===== src/qsf_pkg.sv =====
// Shared constants, encodings and states of the quad serial flash controller
package qsf_pkg;

  // ****************************************************************
  // Widths
  // ****************************************************************
  localparam int DIV_W = 8; // Width of the clock divide factor
  localparam int WORD_MAX = 128; // Longest word in bits
  localparam int LEN_W = 7; // Word length field, value is length minus one
  localparam int CNT_W = 12; // Word count field, value is count minus one
  localparam int BITS_W = 8; // Bits-done counter, reaches WORD_MAX
  localparam int MM_ADDR_W = 24; // Byte address of a mapped read
  localparam int MM_DATA_W = 32; // Data returned by one mapped read

  // ****************************************************************
  // Lane modes and fixed clock mode
  // ****************************************************************
  localparam logic [1:0] LANES_SINGLE = 2'h0; // One line, input on line 1
  localparam logic [1:0] LANES_DUAL = 2'h1; // Lines 1..0
  localparam logic [1:0] LANES_QUAD = 2'h2; // Lines 3..0
  localparam logic CLOCK_PHASE_SETTING = 1'b0; // Clock mode 0 only, idle low
  localparam logic SCLK_IDLE = 1'b0; // Serial clock rest level

  // ****************************************************************
  // Timing counts, in serial clock periods or functional clock cycles
  // ****************************************************************
  localparam logic [DIV_W:0] CLK_MIN_PERIOD = 9'h002; // Factor zero still needs two cycles
  localparam logic [1:0] TRAIL_PERIODS = 2'h2; // Select held after the last fall

  // ****************************************************************
  // Mapped read frame layout
  // ****************************************************************
  localparam logic [LEN_W-1:0] MM_HDR_LEN = 7'h1f; // Command plus address, 32 bits
  localparam logic [LEN_W-1:0] MM_DATA_LEN = 7'h1f; // Read data word, 32 bits
  localparam logic [CNT_W-1:0] MM_WORDS = 12'h001; // Two words, minus one

  // ****************************************************************
  // Reset values
  // ****************************************************************
  localparam logic [WORD_MAX-1:0] WORD_RST = '0; // Shift and data registers

  // Frame sequencer states
  typedef enum logic [2:0] {
    ST_IDLE,
    ST_ARM,
    ST_LEAD,
    ST_SHIFT,
    ST_TRAIL
  } qsf_state_e;

endpackage


===== src/qsf_controller.sv =====
// Quad serial flash controller: frame sequencer, shifters and mapped reads
`timescale 1ns/10ps
module qsf_controller import qsf_pkg::*; (
  input wire logic clk_in,
  input wire logic sys_rst_in,
  // Configuration
  input wire logic [DIV_W-1:0] serial_clock_divide_factor_in,
  input wire logic [1:0] select_to_data_delay_field_in,
  input wire logic [1:0] read_lanes_in,
  input wire logic word_irq_en_in,
  input wire logic frame_irq_en_in,
  input wire logic [7:0] mm_read_cmd_in,
  // Command port
  input wire logic cmd_start_in,
  input wire logic cmd_write_in,
  input wire logic [LEN_W-1:0] cmd_word_len_in,
  input wire logic [CNT_W-1:0] cmd_word_count_in,
  input wire logic [WORD_MAX-1:0] cmd_tx_data_in,
  output logic cmd_ready_out,
  output logic [WORD_MAX-1:0] rx_data_out,
  output logic rx_valid_out,
  output logic word_done_out,
  // Memory-mapped read port
  input wire logic mm_req_in,
  input wire logic [MM_ADDR_W-1:0] mm_addr_in,
  output logic mm_ready_out,
  output logic mm_ack_out,
  output logic [MM_DATA_W-1:0] mm_rdata_out,
  // Status and interrupts
  output logic busy_out,
  output logic word_irq_out,
  output logic frame_irq_out,
  // Serial pins
  output logic sclk_out,
  output logic cs_n_out,
  output logic [3:0] data_out,
  output logic [3:0] data_oe_out,
  input wire logic [3:0] data_in
);

  // ****************************************************************
  // State and datapath registers
  // ****************************************************************
  qsf_state_e state_q; // Frame sequencer state
  logic is_mm_q; // Frame serves a mapped read
  logic write_q; // Current word is shifted out
  logic [LEN_W-1:0] len_q; // Current word length minus one
  logic [CNT_W-1:0] words_left_q; // Words still to go, minus one
  logic [BITS_W-1:0] bits_q; // Bits already moved in this word
  logic [1:0] lanes_q; // Read lane mode for the frame
  logic [1:0] dd_q; // Select-to-data delay for the frame
  logic [DIV_W-1:0] fac_q; // Divide factor for the frame
  logic [1:0] gap_q; // Lead or trail period counter
  logic [WORD_MAX-1:0] tx_q; // Left-aligned output shifter
  logic [WORD_MAX-1:0] rx_q; // Input shifter
  logic sclk_q; // Serial clock level
  logic cs_q; // Select active
  logic out_q; // Output bit on line 0
  logic [WORD_MAX-1:0] rx_data_q; // Last read word
  logic rx_valid_q; // Read word pulse
  logic word_done_q; // Word pulse
  logic [MM_DATA_W-1:0] mm_rdata_q; // Mapped read data
  logic mm_ack_q; // Mapped read answer pulse
  logic word_irq_q; // Gated word interrupt pulse
  logic frame_irq_q; // Gated frame interrupt pulse

  // ****************************************************************
  // Divider
  // ****************************************************************
  logic rise_tick; // Clock rises at the coming edge
  logic fall_tick; // Clock falls at the coming edge

  qsf_clk_div u_div (
    .clk_in(clk_in),
    .sys_rst_in(sys_rst_in),
    .run_in(state_q != ST_IDLE),
    .factor_in(fac_q),
    .rise_tick_out(rise_tick),
    .fall_tick_out(fall_tick)
  );

  // ****************************************************************
  // Per-edge arithmetic
  // ****************************************************************
  logic [BITS_W-1:0] step; // Bits moved per falling edge
  logic [BITS_W-1:0] bits_next; // Bits done after this edge
  logic word_end; // This fall finishes the word
  logic frame_end; // This fall finishes the frame
  logic [3:0] sample; // Bits taken from the lines
  logic [WORD_MAX-1:0] rx_shift; // Input shifter after this edge
  logic [WORD_MAX-1:0] next_tx; // Data of the next command word
  logic shift_fall; // Falling edge while shifting

  // In read words the lane count selects how many lines are sampled at each fall; write words sample line 1 only
  always_comb begin
    step = 8'h01;
    sample = {3'h0, data_in[1]};
    if (!write_q) begin
      case (lanes_q)
        LANES_DUAL: begin
          step = 8'h02;
          sample = {2'h0, data_in[1:0]};
        end
        LANES_QUAD: begin
          step = 8'h04;
          sample = data_in;
        end
        default: begin // Single line
          step = 8'h01;
          sample = {3'h0, data_in[1]};
        end
      endcase
    end
    shift_fall = (state_q == ST_SHIFT) && fall_tick;
    bits_next = bits_q + step;
    // A length not a multiple of the lanes rounds up to whole edges
    word_end = (bits_next > {1'b0, len_q});
    frame_end = word_end && (words_left_q == '0);
    rx_shift = (rx_q << step) | {124'h0, sample};
    next_tx = cmd_tx_data_in << (7'h7f - len_q);
  end

  // ****************************************************************
  // Frame sequencer
  // ****************************************************************
  // Requests are taken only when idle; the command port wins a tie
  always_ff @(posedge clk_in) begin
    if (sys_rst_in) begin
      state_q <= ST_IDLE;
      is_mm_q <= 1'b0;
      write_q <= 1'b0;
      len_q <= '0;
      words_left_q <= '0;
      lanes_q <= LANES_SINGLE;
      dd_q <= '0;
      fac_q <= '0;
      gap_q <= '0;
      cs_q <= 1'b0;
    end else begin
      case (state_q)
        ST_IDLE: begin
          gap_q <= '0;
          if (cmd_start_in) begin
            state_q <= ST_ARM;
            is_mm_q <= 1'b0;
            write_q <= cmd_write_in;
            len_q <= cmd_word_len_in;
            words_left_q <= cmd_word_count_in;
            lanes_q <= read_lanes_in;
            dd_q <= select_to_data_delay_field_in;
            fac_q <= serial_clock_divide_factor_in;
          end else if (mm_req_in) begin
            state_q <= ST_ARM;
            is_mm_q <= 1'b1;
            write_q <= 1'b1;
            len_q <= MM_HDR_LEN;
            words_left_q <= MM_WORDS;
            lanes_q <= read_lanes_in;
            dd_q <= select_to_data_delay_field_in;
            fac_q <= serial_clock_divide_factor_in;
          end
        end
        ST_ARM: begin
          // Select goes active on a fall tick, with the clock held low
          if (fall_tick) begin
            cs_q <= 1'b1;
            gap_q <= 2'h1;
            state_q <= (dd_q == 2'h0) ? ST_SHIFT : ST_LEAD;
          end
        end
        ST_LEAD: begin
          // Each tick is one idle period; the last one leads the first fall
          if (fall_tick) begin
            if (gap_q == dd_q) begin
              state_q <= ST_SHIFT;
            end else begin
              gap_q <= gap_q + 2'h1;
            end
          end
        end
        ST_SHIFT: begin
          if (shift_fall && word_end) begin
            if (frame_end) begin
              state_q <= ST_TRAIL;
              gap_q <= '0;
            end else begin
              // Select stays active between words
              words_left_q <= words_left_q - 12'h001;
              if (is_mm_q) begin
                write_q <= 1'b0;
                len_q <= MM_DATA_LEN;
              end
            end
          end
        end
        ST_TRAIL: begin
          if (fall_tick) begin
            if (gap_q == TRAIL_PERIODS - 2'h1) begin
              cs_q <= 1'b0;
              state_q <= ST_IDLE;
            end else begin
              gap_q <= gap_q + 2'h1;
            end
          end
        end
        default: begin
          state_q <= ST_IDLE;
          cs_q <= 1'b0;
        end
      endcase
    end
  end

  // ****************************************************************
  // Serial clock
  // ****************************************************************
  // Toggles only inside the shift phase, so it rests low outside frames
  always_ff @(posedge clk_in) begin
    if (sys_rst_in) begin
      sclk_q <= SCLK_IDLE;
    end else if ((state_q == ST_SHIFT) && rise_tick) begin
      sclk_q <= 1'b1;
    end else if (shift_fall || (state_q != ST_SHIFT)) begin
      sclk_q <= SCLK_IDLE;
    end
  end

  // ****************************************************************
  // Bit counter and output shifter
  // ****************************************************************
  // The first bit goes out on entry to the shift phase, one period
  // ahead of the first fall; later bits change on each fall
  always_ff @(posedge clk_in) begin
    if (sys_rst_in) begin
      bits_q <= '0;
      tx_q <= WORD_RST;
      out_q <= 1'b0;
    end else if (state_q == ST_IDLE) begin
      bits_q <= '0;
      out_q <= 1'b0;
      if (cmd_start_in) begin
        tx_q <= cmd_tx_data_in << (7'h7f - cmd_word_len_in);
      end else if (mm_req_in) begin
        tx_q <= {mm_read_cmd_in, mm_addr_in, 96'h0};
      end
    end else if (fall_tick && ((state_q == ST_ARM && dd_q == 2'h0) ||
                 (state_q == ST_LEAD && gap_q == dd_q))) begin
      out_q <= tx_q[WORD_MAX-1];
    end else if (shift_fall) begin
      if (word_end) begin
        bits_q <= '0;
        tx_q <= next_tx;
        out_q <= next_tx[WORD_MAX-1] & ~is_mm_q;
      end else begin
        bits_q <= bits_next;
        tx_q <= tx_q << 1;
        out_q <= tx_q[WORD_MAX-2];
      end
    end
  end

  // ****************************************************************
  // Input shifter and read results
  // ****************************************************************
  always_ff @(posedge clk_in) begin
    if (sys_rst_in || state_q == ST_IDLE) begin
      rx_q <= WORD_RST;
    end else if (shift_fall) begin
      rx_q <= word_end ? WORD_RST : rx_shift;
    end
  end

  // Completed read words; mapped reads answer on their own port
  always_ff @(posedge clk_in) begin
    if (sys_rst_in) begin
      rx_data_q <= WORD_RST;
      rx_valid_q <= 1'b0;
      mm_rdata_q <= '0;
      mm_ack_q <= 1'b0;
    end else begin
      rx_valid_q <= shift_fall && word_end && !write_q && !is_mm_q;
      mm_ack_q <= shift_fall && word_end && !write_q && is_mm_q;
      if (shift_fall && word_end && !write_q) begin
        if (is_mm_q) begin
          mm_rdata_q <= rx_shift[MM_DATA_W-1:0];
        end else begin
          rx_data_q <= rx_shift;
        end
      end
    end
  end

  // ****************************************************************
  // Completion pulses
  // ****************************************************************
  // Frame completion is reported when select is released
  always_ff @(posedge clk_in) begin
    if (sys_rst_in) begin
      word_done_q <= 1'b0;
      word_irq_q <= 1'b0;
      frame_irq_q <= 1'b0;
    end else begin
      word_done_q <= shift_fall && word_end;
      word_irq_q <= shift_fall && word_end && word_irq_en_in;
      frame_irq_q <= (state_q == ST_TRAIL) && fall_tick &&
                     (gap_q == TRAIL_PERIODS - 2'h1) && frame_irq_en_in;
    end
  end

  // ****************************************************************
  // Outputs
  // ****************************************************************
  assign cmd_ready_out = (state_q == ST_IDLE);
  assign mm_ready_out = (state_q == ST_IDLE) && !cmd_start_in;
  assign busy_out = (state_q != ST_IDLE);
  assign rx_data_out = rx_data_q;
  assign rx_valid_out = rx_valid_q;
  assign word_done_out = word_done_q;
  assign mm_rdata_out = mm_rdata_q;
  assign mm_ack_out = mm_ack_q;
  assign word_irq_out = word_irq_q;
  assign frame_irq_out = frame_irq_q;
  assign sclk_out = sclk_q;
  assign cs_n_out = ~cs_q;
  // Only line 0 is ever driven, and only while select is active and write_q is set, lead and trail included
  assign data_out = {3'h0, out_q};
  assign data_oe_out = {3'h0, cs_q & write_q};

endmodule // qsf_controller


===== src/qsf_clk_div.sv =====
// Serial clock divider producing rise and fall enable pulses
`timescale 1ns/10ps
module qsf_clk_div import qsf_pkg::*; (
  input wire logic clk_in,
  input wire logic sys_rst_in,
  input wire logic run_in, // Divider counts only while a frame is open
  input wire logic [DIV_W-1:0] factor_in, // Latched divide factor
  output logic rise_tick_out, // Serial clock goes high at the next edge
  output logic fall_tick_out // Serial clock goes low at the next edge
);

  // ****************************************************************
  // Period and high phase
  // ****************************************************************
  logic [DIV_W:0] period; // Serial period in functional clocks
  logic [DIV_W:0] high_len; // Cycles spent high in each period
  logic [DIV_W:0] cnt_q; // Position inside the period

  // Odd factors give an even period and an exact half duty; even nonzero ones
  // give factor/2 high out of factor+1, so duty is slightly distorted
  always_comb begin
    period = (factor_in == '0) ? CLK_MIN_PERIOD : ({1'b0, factor_in} + 9'h001);
    high_len = period >> 1;
  end

  // Period counter, parked at zero between frames so phase is defined
  always_ff @(posedge clk_in) begin
    if (sys_rst_in || !run_in) begin
      cnt_q <= '0;
    end else if (cnt_q == period - 9'h001) begin
      cnt_q <= '0;
    end else begin
      cnt_q <= cnt_q + 9'h001;
    end
  end

  // Ticks are combinational; the sequencer registers the clock level
  assign rise_tick_out = run_in && (cnt_q == period - 9'h001);
  assign fall_tick_out = run_in && (cnt_q == high_len - 9'h001);

endmodule // qsf_clk_div


===== config.mk =====
export PLATFORM = sky130hd
export DESIGN_NAME = qsf_controller
export DESIGN_NICKNAME = d
export VERILOG_FILES = /design/src/qsf_pkg.sv /design/src/qsf_controller.sv /design/src/qsf_clk_div.sv
export SDC_FILE = /design/constraint.sdc
export NUM_CORES = 2
export LEC_CHECK = 0
export BUFFER_PORTS_ARGS = -buffer_cell sky130_fd_sc_hd__buf_2
export CORE_UTILIZATION = 35
export DETAILED_ROUTE_END_ITERATION = 10
export GPL_ROUTABILITY_DRIVEN = 0
export PLACE_DENSITY = 0.53
export SLEW_MARGIN = 0
export SYNTH_ARGS = -nofsm -noshare
export SYNTH_HDL_FRONTEND = slang
export SYNTH_SLANG_ARGS = --single-unit

===== constraint.sdc =====
create_clock -name clk_in -period 6.65 [get_ports clk_in]
set_input_delay 1.6625 -clock clk_in [delete_from_list [all_inputs] [get_ports clk_in]]
set_output_delay 1.6625 -clock clk_in [all_outputs]
set_load 0.005 [all_outputs]

==> Word-level counts from Yosys, hierarchy flattened <==
Index checks and enable logic that the tools add are counted.
W data, S select, Z words.
{ "totals": {"wordCells": 181, "ff_bits": 479, "inputBits": 202} }
{ "op_classes": {"add_sub_neg": 9, "reduce_logical": 49, "shifts": 3, "n_lt_le_gt_ge": 1, "n_mux": 65, "eq_ne": 24, "bitwise_logic": 7} }
{ "ops": {"columns": ["cell", "count"], "rows": [
  ["$mux W128", 7],
  ["$shl A128 B7 Y128", 2],
  ["$or A128 B4 Y128", 1],
  ["$shl A128 B8 Y128", 1],
  ["$mux W12", 4],
  ["$mux W7", 5],
  ["$mux W8", 4],
  ["$mux W3", 9],
  ["$pmux W12 S2", 1],
  ["$mux W2", 11],
  ["$eq A9 B9 Y1", 2],
  ["$ne A2 B2 Y1 const B", 9],
  ["$logic_and A1 B1 Y1", 17],
  ["$reduce_and A8 Y1", 2],
  ["$mux W1", 15],
  ["$pmux W3 S5", 1],
  ["$pmux W7 S2", 1],
  ["$sub A7 B7 Y7 const A", 2],
  ["$logic_not A12 Y1", 1],
  ["$sub A12 B1 Y12 const B", 1],
  ["$pmux W2 S5", 1],
  ["$reduce_bool A2 Y1", 5],
  ["$add A8 B1 Y9 const B", 1],
  ["$add A9 B1 Y9 const B", 1],
  ["34 further kinds", 54]
]} }

==> Longest topological paths before layout <==
{ "depth": {"word_depth": 9, "mapped_depth": 23} }

==> Cells and area by module <==
Synthesis repeated with hierarchy kept, for this count alone.
{ "hier_totals": {"hier_cells": 5029, "area_unflattened_um2": 42971.2} }
{ "by_module_without_submodules": {"columns": ["mod", "area_each_um2", "cells_per_inst", "n_inst"], "rows": [
  ["qsf_controller", 41528.6, 4854, 1],
  ["qsf_clk_div", 1442.6, 175, 1]
]} }

==> Least setup slack after synthesis <==
Ideal clock, no wire load.
{ "synth_path": {"path_type": "reg2reg", "start": "register lanes_q[1]", "end": "register tx_q[41]", "period_less_slack_ns": 4.976, "n_path_buf": 6, "arrival_time_ns": 4.890, "setup_time_ns": 0.086, "path_stages_with_launch": 23, "slack_ns": 1.674, "path_cell_list": "dfxtp_1 > inv_1 > ha_1 > nor2b_1 > clkbuf_1 > clkbuf_1 > buf_1 > ha_1 > a21o_1 > a21oi_1 > nor2_1 > xor2_1 > ha_1 > o21a_1 > o22ai_1 > a31oi_1 > or2_2 > clkbuf_1 > nor2_1 > clkbuf_1 > clkbuf_1 > a221oi_1 > a211oi_1"} }
{ "synth_between": {"elab_chain_cells": 9, "word_cells_on_any_way": 10} }
{ "synth_lines": {"columns": ["element", "line", "source"], "rows": [
  ["from (decl)", "qsf_controller.sv:50", "logic [1:0] lanes_q;"],
  ["from (signal assigned)", "qsf_controller.sv:149", "lanes_q <= read_lanes_in;"],
  ["from (signal assigned)", "qsf_controller.sv:158", "lanes_q <= read_lanes_in;"],
  ["$eq A2 B2 Y1 or $eq A2 B1 Y1 (tied branches)", "qsf_controller.sv:99", "case (lanes_q)"],
  ["$pmux W3 S2 *", "qsf_controller.sv:99", null],
  ["$mux W8 *", "qsf_controller.sv:98", "if (!write_q) begin"],
  ["$add A8 B8 Y8 *", "qsf_controller.sv:115", "bits_next = bits_q + step;"],
  ["$gt A8 B7 Y1 *", "qsf_controller.sv:117", "word_end = (bits_next > {1'b0, len_q});"],
  ["$mux W128 *", "qsf_controller.sv:250", "if (word_end) begin"],
  ["$mux W128 *", "qsf_controller.sv:249", "end else if (shift_fall) begin"],
  ["$mux W128 *", "qsf_controller.sv:246", "end else if (fall_tick && ((state_q == ST_ARM && dd_q == 2'h0) ||"],
  ["$mux W128 *", "qsf_controller.sv:238", "end else if (state_q == ST_IDLE) begin"],
  ["to (signal assigned)", "qsf_controller.sv:242", "tx_q <= cmd_tx_data_in << (7'h7f - cmd_word_len_in);"],
  ["to (signal assigned)", "qsf_controller.sv:244", "tx_q <= {mm_read_cmd_in, mm_addr_in, 96'h0};"],
  ["to (signal assigned)", "qsf_controller.sv:252", "tx_q <= next_tx;"],
  ["to (decl)", "qsf_controller.sv:54", "logic [WORD_MAX-1:0] tx_q;"]
]} }
Every way passes the cells marked *; elsewhere a longest branch is shown, timed or not. The select of a mux whose other input is x is not followed.
A chain may end at the register's enable or synchronous reset.

==> Worst setup path in the final report <==
{ "layout_path": {"start": "input cmd_word_len_in[1]", "end": "register tx_q[112]"} }
{ "layout_between": {"elab_chain_cells": 4} }
{ "layout_lines": {"columns": ["element", "line", "source"], "rows": [
  ["from (decl)", "qsf_controller.sv:16", "input wire logic [LEN_W-1:0] cmd_word_len_in,"],
  ["$sub A7 B7 Y7", "qsf_controller.sv:242", null],
  ["$shl A128 B7 Y128", "qsf_controller.sv:242", null],
  ["$mux W128", "qsf_controller.sv:241", "if (cmd_start_in) begin"],
  ["$mux W128", "qsf_controller.sv:238", null]
]} }
Every way passes these cells.

==> metrics.txt <==
WL/cell=30.8 µm; power per standard cell area=293 nW/µm²; crit path launch type=primary input; Worst Setup Path Type=in2reg; worst hold path class=reg2reg; Slew Viols, Final=6; syn avg cell area=8.45 µm²; TritonCTS Buffers=56; vias in the first global route=41005; unrepaired setup endpoints after global routing=false; layout cells sized above 1=0.216; die footprint=123000 µm²; pin count of the biggest net entering global routing=250; Mapped Area=42700 µm²; commonest cells in the synthesized netlist=699 x nor2_1, 607 x mux2i_1, 479 x dfxtp_1; FILL cells=12471; clock sink count=479; reg-to-reg setup timing slack=1.04 ns; DRC Markers=0; via count=45230; leakage power=16.9 nW; Die Wd=351 µm; drt via density=6.69; outcome=finished, violations left; max_slew headroom=-0.0353; H-tree levels=2; clk buf depth=3; Port Buffers=373; Detailed Routing Iterations Pass 1=11; critical path's slowest cell=mux2i_1; Max Clock Skew=0.0331 ns; failing checks=capacitance limit, slew limit; max incr delay on CP=0.93 ns; asr flop ratio synth=0; Max Clk Rate=177 MHz; Nets=5310; Post-synth EDFFs=0; initial antenna violation count=20; top cell type by total area after synthesis=dfxtp_1; worst hold slack=0.452 ns; total track usage=0.324; Die Y=351 µm; sequential element share of the synthesized area=0.224; most frequent cell after synthesis=nor2_1; CTS tree=done; CTS clock-pin slew for the worst setup and hold paths=0.06 ns; Area growth, synth to finish=11.3%; Core ar.=120000 µm²; Synth Flop Type=dfxtp_1; final cycle utilization of the critical path=0.851; # setup viols final=0; flop and latch count out of synthesis=479; FP Rows=127; crit path max fanout=55; Distinct cells, synth=86; initial core utilization=0.355; clock insertion delay at the later pin of the skew report=0.65 ns; cell count after synthesis=5056; Hold Vio Cnt, Final=0; Least-Margin Pin Slew=1.51 ns; post-synth top area share=0.224; I/O pin count=380; post-CTS setup buffers=0; Worst Path Required=7.14 ns; ranking of synthesized cells by area=dfxtp_1 22%, mux4_2 16%, mux2i_1 14%; worst hold path stage count=2; Final ANT Viol Nets=0; Tmin final=5.66 ns; Worst R2R Path Depth=18; final setup TNS=0 ns; arrival time at the worst endpoint=6.14 ns; critical-path cell list=buf_4, buf_4, mux4_2, mux2_2, mux2i_1, nor2_1, nor2_1, a21oi_1, nor4_1, a211oi_1; hold buffers post-CTS=0; total gr overflow=0; post_cts resized=0; Worst setup EP type=flop; clk root buf=clkbuf_16; first-pass GRT wire length=295000 µm; max-cap viol count=2; VDD IR max=0.214 mV; Post-DP HPWL=153000 µm; final wirelength=208000 µm; DR iter-0 viols=7661; synth warn=0
==> registers in the layout, indices dropped and copies added, names as in the netlist, 2 cells and up <==
signal	flops
mm_rdata_out	32
rx_q	128
tx_q	128
dd_q	2
state_q	3
bits_q	8
words_left_q	12
len_q	7
gap_q	2
u_div.cnt_q	9
lanes_q	2
fac_q	8
rx_data_out	128
==> power breakdown <==
part	internal, mW	switching (mW)
Combinational	2.35	4.85
Clock	1.98	1.34
Sequential	3.12	0.316
Total	7.44	6.50
==> critical path: cells and delay by family <==
kind | cells | cell delay, ns
multiplexers | 3 | 1.65
AND/OR/NAND/NOR | 3 | 1.22
buffers and inverters | 2 | 1.14
AO/OA/AOI/OAI | 2 | 0.42
==> area by class of cell <==
type | instances | area [µm²] | area share
well taps | 1612 | 2020 | 0.0424
clock buffers | 82 | 1670 | 0.0351
multi-input cells | 4025 | 31000 | 0.651
diodes | 13 | 32.5 | 0.000684
flip-flops and latches | 479 | 9610 | 0.202
inverters | 43 | 175 | 0.00368
repair buffers | 483 | 2800 | 0.0588
clock inverters | 23 | 312 | 0.00655
==> through the flow <==
stage | cell area, µm² | total power, mW | utilization | cells | setup slack, ns
finish | 47600 | 13.9 | 0.395 | 6760 | 0.991
global route | 47500 | 14.2 | 0.395 | 6751 | 0.811
CTS | 47500 | 13.4 | 0.394 | 6743 | 1.23
detailed placement | 45500 | 10.1 | 0.378 | 6638 | 0.938
global placement | 45500 | 10.1 | 0.378 | 6638 | 0.971
floorplan | 42700 | 7.70 | - | 5061 | 1.67
==> final timing paths <==
kind                            from   endpoint
setup reg to reg             write_q   tx_q[83]
setup / recovery  cmd_word_len_in[1]  tx_q[112]
hold reg to reg            rx_q[127]  rx_q[127]
hold / removal             rx_q[127]  rx_q[127]
==> layer usage <==
layer,vias up,wire [µm],GRT usage
met5,-,151,0.00549
met4,12,15900,0.195
met1,21535,78200,0.406
met2,3558,82200,0.447
met3,880,32000,0.151
li1,19245,-,-
==> layout by cell type (no fill, tap or decap), types with 30 or more instances in the layout <==
master and count:
a22oi_1 73, nor2_1 695, a221oi_1 37, buf_4 103
a21oi_1 312, mux2i_1 607, clkbuf_16 56, o22ai_1 91
dfxtp_1 473, mux2_2 168, a211oi_1 269, mux4_2 306
inv_1 30, nor3_1 238, nand3_1 67, o211ai_1 41
buf_2 371, o21ai_0 182, nand2_1 468
==> logic make-up after synthesis <==
family / Yosys count / synth area share
flip-flops: 479 / 0.224
multiplexers: 1081 / 0.348
buffers and inverters: 557 / 0.0536
XOR/XNOR: 44 / 0.00934
adder cells (fa/ha/maj): 20 / 0.00603
AND/OR/NAND/NOR: 1625 / 0.163
other: 1 / 0.0000878
AO/OA/AOI/OAI: 1249 / 0.196
Power figures use the tool's default switching activity.
